==> config.mk <==
export PLATFORM = sky130hd
export DESIGN_NAME = buck_switch_protection_fsm
export DESIGN_NICKNAME = d
export VERILOG_FILES = /design/src/verilog/buck_pkg.sv /design/src/verilog/buck_switch_protection_fsm.sv /design/src/verilog/cycle_tick_gen.sv /design/src/verilog/flag_sync.sv
export SDC_FILE = /design/constraint.sdc
export NUM_CORES = 1
export LEC_CHECK = 0
export ABC_AREA = 1
export BUFFER_PORTS_ARGS = -buffer_cell sky130_fd_sc_hd__clkbuf_2
export CAP_MARGIN = 10
export CORE_ASPECT_RATIO = 0.7
export CORE_MARGIN = 2
export CORE_UTILIZATION = 45
export DETAILED_ROUTE_END_ITERATION = 10
export GPL_TIMING_DRIVEN = 0
export MAX_ROUTING_LAYER = met4
export PLACE_DENSITY = 0.67
export SYNTH_ARGS = -nofsm -noshare
export SYNTH_HDL_FRONTEND = slang
export SYNTH_SLANG_ARGS = --single-unit
==> constraint.sdc <==
create_clock -name clk -period 5 [get_ports clk]
set_input_delay 1 -clock clk [delete_from_list [all_inputs] [get_ports clk]]
set_output_delay 1 -clock clk [all_outputs]
set_load 0.03 [all_outputs]
==> src/verilog/buck_pkg.sv <==
package buck_pkg;

    // ------------------------------------------------------------------
    // Register map (APB byte addresses)
    // ------------------------------------------------------------------
    localparam logic [7:0] CTRL_OFFSET = 8'h00;
    localparam logic [7:0] STATUS_OFFSET = 8'h04;
    localparam logic [7:0] IRQ_STATUS_OFFSET = 8'h08;
    localparam logic [7:0] IRQ_ENABLE_OFFSET = 8'h0c;
    localparam logic [7:0] IRQ_CLEAR_OFFSET = 8'h10;
    localparam logic [7:0] OL_COUNT_OFFSET = 8'h14;
    localparam logic [7:0] HICCUP_COUNT_OFFSET = 8'h18;

    // ------------------------------------------------------------------
    // Field positions and reset values
    // ------------------------------------------------------------------
    localparam int CTRL_ENABLE_BIT = 0;
    localparam int CTRL_CYCLE_DIV_LSB = 8;
    localparam logic [31:0] CTRL_RESET = 32'h0000_0a01;
    localparam int IRQ_WIDTH = 5;
    localparam int IRQ_OL_SHUTDOWN_BIT = 0;
    localparam int IRQ_THERMAL_SHUTDOWN_BIT = 1;
    localparam int IRQ_RESTART_BIT = 2;
    localparam int IRQ_SINK_LIMIT_BIT = 3;
    localparam int IRQ_OVERVOLTAGE_BIT = 4;
    localparam logic [IRQ_WIDTH-1:0] IRQ_ENABLE_RESET = 5'h00;

    // ------------------------------------------------------------------
    // Timing counts, in switching cycles; the divider default is in clocks per cycle
    // ------------------------------------------------------------------
    localparam int OVERLOAD_LIMIT_CYCLES = 512;
    localparam int HICCUP_WAIT_CYCLES = 16384;
    localparam int CYCLE_DIV_DEFAULT = 10;

    // ------------------------------------------------------------------
    // Types
    // ------------------------------------------------------------------
    typedef enum logic [2:0] {
        ST_DISCHARGE,
        ST_RUN,
        ST_OL_HICCUP,
        ST_THERMAL_WAIT,
        ST_THERMAL_HICCUP
    } seq_state_t;

    // Comparator flags from the analog side
    typedef struct packed {
        logic peak_current_trip;
        logic source_limit;
        logic sink_limit;
        logic overload;
        logic over_temp;
        logic cool_below;
        logic output_overvoltage_guard;
        logic soft_start_track_node_low;
    } analog_flags_t;

    // Gate drive and soft-start control
    typedef struct packed {
        logic high_side_on;
        logic low_side_on;
        logic soft_start_discharge;
    } gate_drive_t;

endpackage : buck_pkg

==> src/verilog/buck_switch_protection_fsm.sv <==
// Design decisions made here: the APB interface to the registers and the register offsets.
`timescale 1ns/1ps
// How it works
// - Peak current trip: high off, low on.
// - Cycle-end source limit keeps low on.
// - High side restarts only below source limit.
// - Sink limit: both off until next cycle.
// - Overload beyond 512 cycles shuts switching down.
// - Overload hiccup waits 16384 cycles, then restarts.
// - Over-temperature stops all switching.
// - Thermal hiccup count starts after cooling.
// - Thermal hiccup expiry restarts power-up sequence.
// - Overvoltage keeps high side off until cleared.
// - Restart waits for soft-start node discharge.
module buck_switch_protection_fsm
    import buck_pkg::*;
#(
    parameter int OVERLOAD_LIMIT = OVERLOAD_LIMIT_CYCLES,
    parameter int HICCUP_WAIT = HICCUP_WAIT_CYCLES
)
(
    input wire logic clk,
    input wire logic rst,
    input wire logic psel,
    input wire logic penable,
    input wire logic pwrite,
    input wire logic [7:0] paddr,
    input wire logic [31:0] pwdata,
    output logic [31:0] prdata,
    output logic pready,
    output logic pslverr,
    input wire analog_flags_t flags_async,
    output gate_drive_t gate,
    output logic irq
);

    // ------------------------------------------------------------------
    // Declarations
    // ------------------------------------------------------------------
    localparam int CNT_W = 16;
    localparam logic [CNT_W-1:0] OL_LIMIT = CNT_W'(OVERLOAD_LIMIT);
    localparam logic [CNT_W-1:0] HICCUP_LIMIT = CNT_W'(HICCUP_WAIT);

    analog_flags_t flags;
    logic tick;
    logic [31:0] ctrl_q;
    logic [IRQ_WIDTH-1:0] irq_status_q;
    logic [IRQ_WIDTH-1:0] irq_enable_q;
    logic [IRQ_WIDTH-1:0] irq_events;
    seq_state_t state_q;
    logic [CNT_W-1:0] ol_count_q;
    logic [CNT_W-1:0] hiccup_count_q;
    logic high_on_q;
    logic low_on_q;
    logic sink_block_q;
    logic source_hold_q;
    logic ovp_block_q;
    logic switching;
    logic apb_write;
    logic apb_read;
    logic ol_trip;
    logic hiccup_done;

    // ------------------------------------------------------------------
    // Flag synchroniser and switching-cycle divider
    // ------------------------------------------------------------------
    flag_sync #(.WIDTH($bits(analog_flags_t))) u_sync (
        .clk(clk),
        .rst(rst),
        .async_in(flags_async),
        .sync_out(flags)
    );

    cycle_tick_gen #(.DIV_WIDTH(16)) u_tick (
        .clk(clk),
        .rst(rst),
        .div_value(ctrl_q[CTRL_CYCLE_DIV_LSB +: 16]),
        .tick(tick)
    );

    // ------------------------------------------------------------------
    // APB slave
    // ------------------------------------------------------------------
    // Zero wait states keeps the slave trivially simple
    assign pready = 1'b1;
    assign apb_write = psel && penable && pwrite;
    assign apb_read = psel && !pwrite;

    function automatic logic addr_known(input logic [7:0] a);
        addr_known = (a == CTRL_OFFSET) || (a == STATUS_OFFSET) ||
            (a == IRQ_STATUS_OFFSET) || (a == IRQ_ENABLE_OFFSET) ||
            (a == IRQ_CLEAR_OFFSET) || (a == OL_COUNT_OFFSET) ||
            (a == HICCUP_COUNT_OFFSET);
    endfunction : addr_known

    assign pslverr = psel && penable && !addr_known(paddr);

    // Control and enable registers
    always_ff @(posedge clk or posedge rst)
    begin
        if (rst)
        begin
            ctrl_q <= CTRL_RESET;
            irq_enable_q <= IRQ_ENABLE_RESET;
        end
        else if (apb_write && paddr == CTRL_OFFSET)
        begin
            ctrl_q <= pwdata;
        end
        else if (apb_write && paddr == IRQ_ENABLE_OFFSET)
        begin
            irq_enable_q <= pwdata[IRQ_WIDTH-1:0];
        end
    end

    // Read mux, registered so data comes from flip-flops
    always_ff @(posedge clk or posedge rst)
    begin
        if (rst)
        begin
            prdata <= '0;
        end
        else if (apb_read && !penable)
        begin
            case (paddr)
                CTRL_OFFSET: prdata <= ctrl_q;
                STATUS_OFFSET: prdata <= {24'h000000, 1'b0, 3'(state_q),
                    sink_block_q, source_hold_q, low_on_q, high_on_q};
                IRQ_STATUS_OFFSET: prdata <= {27'h0000000, irq_status_q};
                IRQ_ENABLE_OFFSET: prdata <= {27'h0000000, irq_enable_q};
                OL_COUNT_OFFSET: prdata <= {16'h0000, ol_count_q};
                HICCUP_COUNT_OFFSET: prdata <= {16'h0000, hiccup_count_q};
                default: prdata <= '0;
            endcase
        end
    end

    // ------------------------------------------------------------------
    // Interrupts
    // ------------------------------------------------------------------
    assign ol_trip = tick && state_q == ST_RUN && flags.overload && ol_count_q >= OL_LIMIT;
    assign hiccup_done = tick && hiccup_count_q >= HICCUP_LIMIT - CNT_W'(1);

    always_comb
    begin
        irq_events = '0;
        irq_events[IRQ_OL_SHUTDOWN_BIT] = ol_trip;
        irq_events[IRQ_THERMAL_SHUTDOWN_BIT] = flags.over_temp && state_q != ST_THERMAL_WAIT
            && state_q != ST_THERMAL_HICCUP;
        irq_events[IRQ_RESTART_BIT] = hiccup_done &&
            (state_q == ST_OL_HICCUP || state_q == ST_THERMAL_HICCUP);
        irq_events[IRQ_SINK_LIMIT_BIT] = switching && flags.sink_limit && !sink_block_q;
        irq_events[IRQ_OVERVOLTAGE_BIT] = flags.output_overvoltage_guard && !ovp_block_q;
    end

    // Set wins over a clear written in the same cycle
    always_ff @(posedge clk or posedge rst)
    begin
        if (rst)
        begin
            irq_status_q <= '0;
        end
        else
        begin
            irq_status_q <= (irq_status_q & ~((apb_write && paddr == IRQ_CLEAR_OFFSET)
                ? pwdata[IRQ_WIDTH-1:0] : '0)) | irq_events;
        end
    end

    assign irq = |(irq_status_q & irq_enable_q);

    // ------------------------------------------------------------------
    // Protection sequencer
    // ------------------------------------------------------------------
    assign switching = (state_q == ST_RUN) && ctrl_q[CTRL_ENABLE_BIT];

    always_ff @(posedge clk or posedge rst)
    begin
        if (rst)
        begin
            state_q <= ST_DISCHARGE;
        end
        else if (flags.over_temp && state_q != ST_THERMAL_WAIT)
        begin
            state_q <= ST_THERMAL_WAIT;
        end
        else
        begin
            case (state_q)
                ST_DISCHARGE:
                    if (flags.soft_start_track_node_low && !flags.over_temp)
                    begin
                        state_q <= ST_RUN;
                    end
                ST_RUN:
                    if (ol_trip)
                    begin
                        state_q <= ST_OL_HICCUP;
                    end
                ST_OL_HICCUP:
                    if (hiccup_done)
                    begin
                        state_q <= ST_DISCHARGE;
                    end
                ST_THERMAL_WAIT:
                    if (flags.cool_below && !flags.over_temp)
                    begin
                        state_q <= ST_THERMAL_HICCUP;
                    end
                ST_THERMAL_HICCUP:
                    if (hiccup_done)
                    begin
                        state_q <= ST_DISCHARGE;
                    end
                default: state_q <= ST_DISCHARGE;
            endcase
        end
    end

    // Overload cycle counter; any clean cycle clears it
    always_ff @(posedge clk or posedge rst)
    begin
        if (rst)
        begin
            ol_count_q <= '0;
        end
        else if (state_q != ST_RUN || !flags.overload)
        begin
            ol_count_q <= '0;
        end
        else if (tick && ol_count_q < OL_LIMIT)
        begin
            ol_count_q <= ol_count_q + CNT_W'(1);
        end
    end

    // Hiccup counter, shared by the overload and thermal hiccup states
    always_ff @(posedge clk or posedge rst)
    begin
        if (rst)
        begin
            hiccup_count_q <= '0;
        end
        else if (state_q != ST_OL_HICCUP && state_q != ST_THERMAL_HICCUP)
        begin
            hiccup_count_q <= '0;
        end
        else if (hiccup_done)
        begin
            hiccup_count_q <= '0;
        end
        else if (tick)
        begin
            hiccup_count_q <= hiccup_count_q + CNT_W'(1);
        end
    end

    // ------------------------------------------------------------------
    // Per-cycle switch control
    // ------------------------------------------------------------------
    // Cycle-start flags: source hold and overvoltage block latch per cycle
    always_ff @(posedge clk or posedge rst)
    begin
        if (rst)
        begin
            source_hold_q <= 1'b0;
            ovp_block_q <= 1'b0;
        end
        else if (!switching)
        begin
            source_hold_q <= 1'b0;
            ovp_block_q <= 1'b0;
        end
        else
        begin
            if (tick)
            begin
                source_hold_q <= flags.source_limit && low_on_q;
            end
            if (flags.output_overvoltage_guard)
            begin
                ovp_block_q <= 1'b1;
            end
            else if (tick)
            begin
                ovp_block_q <= 1'b0;
            end
        end
    end

    // Sink limit blocks both switches for the rest of the cycle
    always_ff @(posedge clk or posedge rst)
    begin
        if (rst)
        begin
            sink_block_q <= 1'b0;
        end
        else if (!switching || tick)
        begin
            sink_block_q <= 1'b0;
        end
        else if (flags.sink_limit && low_on_q)
        begin
            sink_block_q <= 1'b1;
        end
    end

    // Gate state: high at cycle start, low after peak trip
    always_ff @(posedge clk or posedge rst)
    begin
        if (rst)
        begin
            high_on_q <= 1'b0;
            low_on_q <= 1'b0;
        end
        else if (!switching)
        begin
            high_on_q <= 1'b0;
            low_on_q <= 1'b0;
        end
        else if (tick)
        begin
            if ((flags.source_limit && low_on_q) || flags.output_overvoltage_guard)
            begin
                high_on_q <= 1'b0;
                low_on_q <= 1'b1;
            end
            else
            begin
                high_on_q <= 1'b1;
                low_on_q <= 1'b0;
            end
        end
        else if (high_on_q && (flags.peak_current_trip || flags.output_overvoltage_guard))
        begin
            high_on_q <= 1'b0;
            low_on_q <= 1'b1;
        end
    end

    // Sink limit and overvoltage gate the drive at once, no cycle of lag
    always_comb
    begin
        gate.high_side_on = switching && high_on_q && !low_on_q
            && !flags.output_overvoltage_guard;
        gate.low_side_on = switching && low_on_q && !high_on_q
            && !sink_block_q && !flags.sink_limit;
        gate.soft_start_discharge = (state_q == ST_DISCHARGE);
    end

endmodule : buck_switch_protection_fsm

==> src/verilog/cycle_tick_gen.sv <==
`timescale 1ns/1ps
// --------------------------------------------------------------------------
// Switching-cycle tick divider
// --------------------------------------------------------------------------
module cycle_tick_gen
    import buck_pkg::*;
#(
    parameter int DIV_WIDTH = 16
)
(
    input wire logic clk,
    input wire logic rst,
    input wire logic [DIV_WIDTH-1:0] div_value,
    output logic tick
);

    logic [DIV_WIDTH-1:0] count_q;

    // Divide down; a zero or one divisor gives a tick every clock
    always_ff @(posedge clk or posedge rst)
    begin
        if (rst)
        begin
            count_q <= '0;
        end
        else if (count_q + DIV_WIDTH'(1) >= div_value)
        begin
            count_q <= '0;
        end
        else
        begin
            count_q <= count_q + DIV_WIDTH'(1);
        end
    end

    assign tick = (count_q + DIV_WIDTH'(1) >= div_value);

endmodule : cycle_tick_gen

==> src/verilog/flag_sync.sv <==
`timescale 1ns/1ps
// --------------------------------------------------------------------------
// Two-stage synchroniser for the comparator flags
// --------------------------------------------------------------------------
module flag_sync
    import buck_pkg::*;
#(
    parameter int WIDTH = 8
)
(
    input wire logic clk,
    input wire logic rst,
    input wire logic [WIDTH-1:0] async_in,
    output logic [WIDTH-1:0] sync_out
);

    logic [WIDTH-1:0] meta_q;

    // First stage feeds only the second stage
    always_ff @(posedge clk or posedge rst)
    begin
        if (rst)
        begin
            meta_q <= '0;
            sync_out <= '0;
        end
        else
        begin
            meta_q <= async_in;
            sync_out <= meta_q;
        end
    end

endmodule : flag_sync
==> results of run 1 <==
-- registers in the layout (all words and copies together) (netlist names) --
signal,cells
state_q,3
irq_status_q,5
u_sync.meta_q,8
high_on_q,1
sink_block_q,1
low_on_q,1
source_hold_q,1
u_sync.sync_out,8
hiccup_count_q,16
ol_count_q,16
ovp_block_q,1
u_tick.count_q,16
prdata,32
ctrl_q,32
irq_enable_q,5
-- cell usage after synthesis, types with 6 or more instances --
cell / number / area [sq um]
a21oi_1: 57 / 285
clkbuf_1: 12 / 45.0
dfrtp_1: 143 / 3580
ha_1: 20 / 250
inv_1: 117 / 439
inv_2: 6 / 22.5
nand2_1: 116 / 435
nand2_2: 8 / 50.1
nand3_1: 29 / 145
nand4_1: 9 / 56.3
nor2_1: 78 / 293
nor3_1: 26 / 130
o21ai_0: 46 / 230
o21ai_1: 11 / 55.1
o22ai_1: 15 / 93.8
o31ai_1: 15 / 113
xor2_1: 15 / 131
-- path summary, 6_finish.rpt --
| kind | from | end | slack (ns) | cells after the start |
|---|---|---|---|---|
| worst max register to register | u_tick.count_q[0] | hiccup_count_q[4] | 1.45 | 17 |
| min in group asynchronous | rst | prdata[6] | 0.66 | 2 |
| worst min-delay path | u_sync.meta_q[6] | u_sync.sync_out[6] | 0.35 | 0 |
| max in group asynchronous | rst | ctrl_q[0] | 3.51 | 3 |
| worst min register to register | u_sync.meta_q[6] | u_sync.sync_out[6] | 0.35 | 0 |
| worst max-delay path | u_tick.count_q[0] | hiccup_count_q[4] | 1.45 | 17 |
-- area by class of cell --
| type | count | area (sq um) |
|---|---|---|
| clock inverters | 14 | 201 |
| plain buffers | 24 | 140 |
| clock buffers | 18 | 439 |
| well taps | 200 | 250 |
| fillers | 1405 | 7000 |
| inverters | 123 | 467 |
| flip-flops and latches | 146 | 3660 |
| multi-input cells | 505 | 2820 |
| repair buffers | 90 | 473 |
-- kinds of logic after synthesis --
group	after synthesis	synth area share (%)
XOR/XNOR	16	1.98
other	1	0.0530
multiplexers	5	0.795
buffers and inverters	147	8.50
AO/OA/AOI/OAI	166	13.8
AND/OR/NAND/NOR	297	19.7
adder cells (fa/ha/maj)	20	3.53
flip-flops	146	51.7
-- worst max-delay path: cells and delay by family (launching register included) --
kind / cells / cell delay (ns)
AO/OA/AOI/OAI: 1 / 0.10
XOR/XNOR: 1 / 0.20
adder cells (fa/ha/maj): 1 / 0.30
buffers and inverters: 3 / 0.72
flip-flops: 1 / 0.39
AND/OR/NAND/NOR: 11 / 1.76
-- layer usage --
layer	vias to the layer above	routed length, microns	GRT usage, %	share of wire (%)
met1	2834	9130	34.9	50
met2	192	7690	34.1	42
li1	2840	-	-	-
met3	21	1130	4.41	6.2
met5	-	0	-	0
met4	0	219	6.74	1.2
-- power breakdown --
| group | switching, W | total, W | internal, W |
|---|---|---|---|
| clock | 0.000532 | 0.00139 | 0.000855 |
| combinational | 0.000253 | 0.000366 | 0.000112 |
| sequential | 0.0000367 | 0.00125 | 0.00122 |
-- through the flow --
step / cells / total power (W)
after floorplan: 798 / 0.00152
after global placement: 1087 / 0.00163
after detailed placement: 1088 / 0.00163
after CTS: 1120 / 0.00301
after global routing: 1120 / 0.00310
final: 1120 / 0.00300
==> impl_metrics.csv, run 1 <==
group,metric,value,unit
run_status,status,"finished clean",
yosys,yosys.cell_types.count,47,
routing,drt-initial-drc-count,475,
floorplanning,die_width,154,microns
clock_network,numCtsBuffers,17,
clock_network,root_buffer,"clkbuf_16",
worst_setup_path,cp.required,5.35,ns
yosys,ys_async_sr_fraction,100,%
global_routing,grt_pass1_vias,5601,
clock_network,path_clk_slew,0.07,ns
yosys,postSynthRegisterBits,146,
global_routing,gr-total-overflow,0,
global_routing,grt_max_degree,80,
worst_hold_path,hp-class,"reg2reg",
layout,layout_commonest_cell,"dfrtp_1",
routing,routedWlPerCell,16.2,microns
worst_setup_path,cp_common_cell,"nand2_1",
timing,setup_viol,0,
yosys,syn_nets,871,
yosys,synthCells,798,
floorplanning,die_area,16800,sq um
routing,ant_nets,0,
routing,viasPerCell,5.26,
worst_setup_path,slowest_stage,"clkbuf_1",
layout,final_area,8450,sq um
yosys,ys.flop_type,"dfrtp_1",
timing,setup_tns,0,ns
floorplanning,fp-row-count,38,
timing,maxSlewViolCount,0,
power,vdd_ir_drop_max,0.000243,V
clock_network,cts_buffer_depth,2,
routing,dr.pass1.iters,6,
timing,layout_min_cycle_time,3.55,ns
placed_design,hpwl,13400,microns
layout,final_util,54.7,%
placed_design,pre_cts_ws,1.42,ns
layout,num-nets-final,980,
worst_setup_path,max_stage_delay,0.46,ns
timing,fin_crit_sh,71.0,%
floorplanning,coreArea,15500,sq um
routing,vias,5887,
placed_design,routabilityCongestion,0.882,
worst_setup_path,start_kind,"register",
yosys,synth_area,7080,sq um
clock_network,clock_latency,0.43,ns
layout,final_cell_mix,"dfrtp_1 (143), inv_1 (116), nand2_1 (116), clkbuf_2 (89), nor2_1 (78)",
layout,diodes,0,
floorplanning,initial_core_util,45.8,%
worst_setup_path,path_cells,"and3_1 -> nand3_1 -> nor2_1 -> nand4_1 -> nor2_1 -> nand2_1 -> xor2_1 -> inv_1 -> ha_1 -> nand2_1 -> nor3_1 -> nand2_1 -> nand2_2 -> buf_6 -> clkbuf_1 -> nand3_1 -> o21ai_1",
clock_network,htreeDepth,4,
routing,wl,18200,microns
worst_setup_path,arrival,3.90,ns
worst_setup_path,end_kind,"register",
clock_network,postCtsSetupBuffers,0,
timing,max_slew.worst_pin.slew,0.662,ns
power,power_density,356,nW/um^2
floorplanning,boundaryPins,91,
global_routing,grt_usage,23.9,%
floorplanning,fp.dieH,109,microns
timing,whs,0.347,ns
power,leakagePower,4.13,nW
timing,slew_headroom,55.8,%
worst_setup_path,worstPathMaxFanout,10,
timing,fmax,282,MHz
placed_design,port_buffers,89,
timing,layout_setup_ws,1.45,ns
clock_network,cts_sinks,146,
job,drv_cap,0,
clock_network,ctsResizeCount,0,
routing,drc_errors,0,
layout,drive_gt1_share,19.3,%
placed_design,placed_area,7810,sq um
worst_setup_path,path_class,"reg2reg",
global_routing,grt_pass1_wl,29800,microns
yosys,avgSynthCellArea,8.87,sq um
clock_network,ctsHoldBuffers,0,
timing,finClkSkew,0.00848,ns
timing,rsz0062_at_grt,"no",
layout,syn2layout_area_growth,19.3,%
global_routing,antenna_found_initial,0,
yosys,ys_warn_count,0,
timing,finalHoldViolCount,0,
yosys,synth_edf_count,0,
yosys,ys_seq_area_share,51.7,%
clock_network,cts_tree,"yes",
Power figures use the tool's default switching activity.
==> inputs of run 2 (changes only) <==
Settings changed: PLACE_DENSITY 0.67 to unset.
Clock period 5 ns to 3.72 ns, I/O delays scaled along.
==> impl_metrics.csv, run 2 (synthesized netlist as in run 1, its figures left out) <==
group,metric,value,unit
run_status,status,"finished clean",
placed_design,routabilityCongestion,0.919,
global_routing,grt_pass1_vias,5729,
clock_network,root_buffer,"clkbuf_16",
worst_hold_path,hp-class,"reg2reg",
clock_network,numCtsBuffers,17,
layout,layout_commonest_cell,"dfrtp_1",
worst_setup_path,cp.required,4.03,ns
routing,dr.pass1.iters,5,
layout,drive_gt1_share,19.8,%
routing,viasPerCell,5.22,
layout,reg_top3,"ctrl_q: 32 flops, prdata: 32 flops",
power,leakagePower,4.13,nW
placed_design,hpwl,14400,microns
timing,setup_viol,0,
floorplanning,fp-row-count,38,
timing,finalHoldViolCount,0,
timing,maxSlewViolCount,0,
worst_setup_path,crit_start,"u_tick.count_q[0]",
worst_setup_path,start_kind,"register",
global_routing,grt_max_degree,44,
clock_network,cts_tree,"yes",
timing,finClkSkew,0.0111,ns
routing,wl,18800,microns
routing,drt-initial-drc-count,370,
timing,setup_tns,0,ns
routing,vias,5862,
floorplanning,die_width,154,microns
timing,slew_headroom,46.8,%
timing,max_slew.worst_pin.slew,0.798,ns
worst_setup_path,reg2reg_from,"u_tick.count_q[0]",
layout,final_cell_mix,"dfrtp_1 (143), inv_1 (116), nand2_1 (116), clkbuf_2 (90), nor2_1 (76)",
clock_network,clock_latency,0.43,ns
placed_design,port_buffers,89,
clock_network,htreeDepth,4,
global_routing,antenna_found_initial,0,
power,power_density,467,nW/um^2
floorplanning,initial_core_util,45.8,%
floorplanning,boundaryPins,91,
job,drv_cap,0,
layout,diodes,0,
timing,fmax,297,MHz
timing,rsz0062_at_grt,"no",
worst_setup_path,path_class,"reg2reg",
global_routing,grt_usage,24.6,%
layout,num-nets-final,982,
floorplanning,die_area,16800,sq um
floorplanning,fp.dieH,109,microns
clock_network,cts_sinks,146,
timing,layout_min_cycle_time,3.36,ns
timing,fin_crit_sh,90.4,%
routing,drc_errors,0,
clock_network,cts_buffer_depth,2,
routing,ant_nets,0,
worst_setup_path,arrival,3.68,ns
layout,final_util,54.8,%
worst_setup_path,end_kind,"register",
worst_setup_path,worstPathMaxFanout,10,
routing,routedWlPerCell,16.8,microns
global_routing,grt_pass1_wl,30200,microns
floorplanning,coreArea,15500,sq um
power,vdd_ir_drop_max,0.000283,V
clock_network,path_clk_slew,0.06,ns
layout,syn2layout_area_growth,19.5,%
worst_hold_path,min_from,"u_sync.meta_q[4]",
global_routing,gr-total-overflow,0,
[run 2: cell types whose count changed in the layout (fill, tap and decap cells not counted), sizes merged]
cell	change
clkbuf	+2
buf	+1
bufinv	-1
clkinv	+1
inv	-1
[run 2: area by class of cell]
class	instances	area, sq um
multi-input combinational	505	2840
sequential	146	3660
buffer	24	144
inverter	123	465
fill	1415	6990
timing repair buffer	92	505
tap	200	250
clock inverter	13	158
clock buffer	19	443
[run 2: per-stage QoR]
stage	hold WS, ns	instances	setup WS, ns	cell area (sq um)	total power, W
6_report	0.346	1122	0.355	8460	0.00395
5_1_grt	0.354	1122	0.0337	8460	0.00410
4_1_cts	0.348	1122	0.210	8440	0.00397
3_5_place_dp	0.335	1090	0.225	7840	0.00221
3_3_place_gp	0.333	1087	0.250	7780	0.00219
2_1_floorplan	0.331	798	0.937	7080	0.00204
[run 2: worst max-delay path: stages (launching register included)]
cell	delay, ns
dfrtp_1	0.41
ha_1	0.19
nand2_1	0.14
nor4_4	0.19
nand2_1	0.12
nor2_2	0.15
nand3_1	0.12
nor2_1	0.15
xor2_1	0.19
inv_1	0.07
ha_1	0.26
nand2_1	0.07
nor3_1	0.20
nand2_1	0.09
nand2_2	0.11
buf_6	0.19
clkbuf_4	0.26
buf_2	0.26
nor2_1	0.08
[run 2: repair_timing]
item	CTS	global route
endpoints found under the setup margin	0	30
resized for setup	0	7
buffers inserted	0	0
hold buffers	0	0
[run 2: metal layers]
metal	GRT usage, %	share of wire [%]
met5	-	0
met4	7.48	1.2
met3	5.64	5.3
met2	34.3	42
met1	35.6	52
[run 2: where the power goes]
part | switching, W | internal, W
Clock | 0.000694 | 0.00107
Sequential | 0.0000518 | 0.00163
Combinational | 0.000343 | 0.000155
[run 2: path summary, 6_finish.rpt]
| path | cells after the start | endpoint | slack, ns |
|---|---|---|---|
| worst max-delay path | 18 | u_tick.count_q[13] | 0.36 |
| worst min-delay path | 0 | u_sync.sync_out[4] | 0.35 |
| worst max register to register | 18 | u_tick.count_q[13] | 0.36 |
| worst min register to register | 0 | u_sync.sync_out[4] | 0.35 |
| max in group asynchronous | 4 | ctrl_q[0] | 2.31 |
| min in group asynchronous | 2 | ctrl_q[26] | 0.42 |
==> inputs of run 3 (changes only) <==
Settings changed: ABC_AREA 1 to unset.
==> impl_metrics.csv, run 3 <==
group,metric,value,unit
run_status,status,"finished clean",
floorplanning,fp-row-count,38,
routing,drt-initial-drc-count,480,
routing,dr.pass1.iters,5,
yosys,synth.most_common_cell,"dfrtp_1",
floorplanning,fp.dieH,108,microns
yosys,yosysTopAreaCell,"dfrtp_1",
yosys,ys_seq_area_share,52.3,%
global_routing,grt_pass1_wl,29600,microns
global_routing,gr-total-overflow,0,
power,power_density,525,nW/um^2
worst_setup_path,worstPathMaxFanout,5,
power,combPwrFrac,25.6,%
worst_setup_path,reg2reg_from,"u_tick.count_q[2]",
worst_hold_path,hp-class,"reg2reg",
global_routing,antenna_found_initial,0,
routing,ant_nets,0,
yosys,synth_edf_count,0,
clock_network,cts_sinks,146,
clock_network,clock_latency,0.43,ns
yosys,postSynthRegisterBits,146,
worst_hold_path,hold_path_end,"u_sync.sync_out[4]",
placed_design,port_buffers,87,
routing,vias,5691,
worst_setup_path,worstRegToRegCells,14,
worst_setup_path,path_class,"reg2reg",
job,drv_cap,0,
power,sw_frac_of_total,33.0,%
global_routing,grt_usage,24.1,%
yosys,ys_warn_count,0,
clock_network,root_buffer,"clkbuf_16",
clock_network,cts_tree,"yes",
yosys,avgSynthCellArea,10.5,sq um
global_routing,grt_max_degree,38,
routing,drc_errors,0,
worst_hold_path,whs_path_depth,0,
worst_setup_path,end_kind,"register",
layout,layout_commonest_cell,"dfrtp_1",
layout,num-nets-final,858,
routing,routedWlPerCell,18.7,microns
power,power.internal,0.00300,W
power,p_switching,0.00148,W
power,leakagePower,4.09,nW
yosys,synth_area,6990,sq um
placed_design,routabilityCongestion,0.899,
yosys,synth_top_area_share,51.2,%
clock_network,cts_buffer_depth,2,
floorplanning,initial_core_util,45.5,%
worst_hold_path,min_from,"u_sync.meta_q[4]",
timing,fin_crit_sh,98.1,%
clock_network,numCtsBuffers,17,
timing,fmax,274,MHz
worst_setup_path,cp.required,4.07,ns
routing,viasPerCell,5.70,
layout,drive_gt1_share,24.3,%
yosys,synth_area_leaders,"dfrtp_1 (51%), mux2_1 (4.8%), nand2_1 (4.2%)",
timing,max_slew.worst_pin.slew,1.26,ns
timing,whs,0.349,ns
placed_design,hpwl,13600,microns
worst_setup_path,arrival,4.00,ns
layout,final_util,55.5,%
floorplanning,boundaryPins,91,
power,total_power,0.00447,W
floorplanning,coreArea,15400,sq um
clock_network,path_clk_slew,0.06,ns
timing,setup_viol,0,
timing,rsz0062_at_grt,"yes",
yosys,synthCells,663,
timing,maxSlewViolCount,0,
timing,finClkSkew,0.0148,ns
routing,wl,18700,microns
worst_setup_path,worst-r2r-setup-slack,0.07,ns
clock_network,htreeDepth,4,
layout,syn2layout_area_growth,21.9,%
layout,diodes,0,
timing,slew_headroom,15.5,%
yosys,netlist_top_cells_count,"dfrtp_1 (143), nand2_1 (78), nor2_1 (37)",
layout,reg_top3,"ctrl_q: 32 flops, prdata: 32 flops",
yosys,ys.flop_type,"dfrtp_1",
timing,layout_min_cycle_time,3.65,ns
global_routing,grt_pass1_vias,5453,
power,pwr-share-seq,38.3,%
layout,fillCellCount,1362,
yosys,syn_nets,736,
power,power.share.clock,36.2,%
yosys,yosys.cell_types.count,65,
floorplanning,die_area,16600,sq um
timing,finalHoldViolCount,0,
worst_setup_path,start_kind,"register",
floorplanning,die_width,153,microns
yosys,ys_async_sr_fraction,100,%
power,vdd_ir_drop_max,0.000289,V
worst_setup_path,r2r-end,"hiccup_count_q[5]",
layout,final_cell_mix,"dfrtp_1 (142), clkbuf_2 (87), nand2_1 (78), nor2_1 (37), nand3_1 (33)",
## run 3: logic make-up after synthesis
group,after synthesis,synth area share (%)
AO/OA/AOI/OAI,129,12.5
AND/OR/NAND/NOR,248,18.4
flip-flops,146,52.3
buffers and inverters,55,3.53
multiplexers,44,7.07
other,1,0.0536
adder cells (fa/ha/maj),20,3.58
XOR/XNOR,20,2.51
## run 3: metrics by stage
step           cell area (sq um)  setup slack (ns)  setup TNS [ns]  cells
6_report                    8520            0.0692               0    998
5_1_grt                     8520           -0.0820          -0.673    998
4_1_cts                     8370           0.00849               0    989
3_5_place_dp                7760            -0.495          -14.48    954
3_3_place_gp                7680            -0.431          -10.27    950
2_1_floorplan               6990             0.464               0    663
## run 3: repair_timing
action                                  in CTS  in global routing
setup buffers                                3                  8
endpoints found under the setup margin      50                 50
pin swaps                                    4                 17
cloned                                       0                  1
hold buffers                                 0                  0
gates resized for setup                     11                 26
## run 3: worst max-delay path: stages, from the launching register on
cell	delay, ns
dfrtp_1	0.38
and4_4	0.24
and2_4	0.15
and4_4	0.25
nand4_1	0.16
xnor2_2	0.20
ha_1	0.31
nand4_1	0.21
a2111o_1	0.49
o32ai_4	0.25
buf_6	0.16
o21ai_4	0.08
buf_6	0.20
or3_1	0.36
a21oi_2	0.14
## run 3: cell type report
| type | count | area, sq um | share of cell area [%] |
|---|---|---|---|
| clock inverters | 12 | 111 | 1.31 |
| clock buffers | 20 | 447 | 5.24 |
| plain buffers | 32 | 180 | 2.11 |
| multi-input cells | 462 | 3170 | 37.2 |
| repair buffers | 103 | 613 | 7.20 |
| flip-flops and latches | 146 | 3660 | 42.9 |
| inverters | 23 | 90.1 | 1.06 |
| well taps | 200 | 250 | 2.94 |
## run 3: how the worst max path moves through the flow
stage,from,endpoint,slack [ns],cells after the start
after global routing,u_tick.count_q[2],hiccup_count_q[5],-0.08,14
after CTS,u_tick.count_q[2],state_q[1],0.008,13
after global placement,u_tick.count_q[0],hiccup_count_q[2],-0.43,13
after detailed placement,u_tick.count_q[0],hiccup_count_q[2],-0.50,13
final,u_tick.count_q[2],hiccup_count_q[5],0.07,14
after floorplan,u_tick.count_q[2],hiccup_count_q[2],0.46,13
## run 3: power groups by stage
| stage | Sequential [W] | Combinational (W) | Clock [W] |
|---|---|---|---|
| finish | 0.00171 | 0.00114 | 0.00162 |
| floorplan | 0.00173 | 0.000541 | 0 |
| global route | 0.00172 | 0.00122 | 0.00172 |
| detailed placement | 0.00174 | 0.000886 | 0 |
| global placement | 0.00173 | 0.000861 | 0 |
| CTS | 0.00171 | 0.000988 | 0.00165 |
## run 3: metal layers
layer,vias to the layer above,wire [microns],GRT usage [%]
met5,-,0,-
met4,0,214,5.82
met3,17,1350,5.37
met2,230,8040,34.1
met1,2816,9110,35.3
li1,2628,-,-
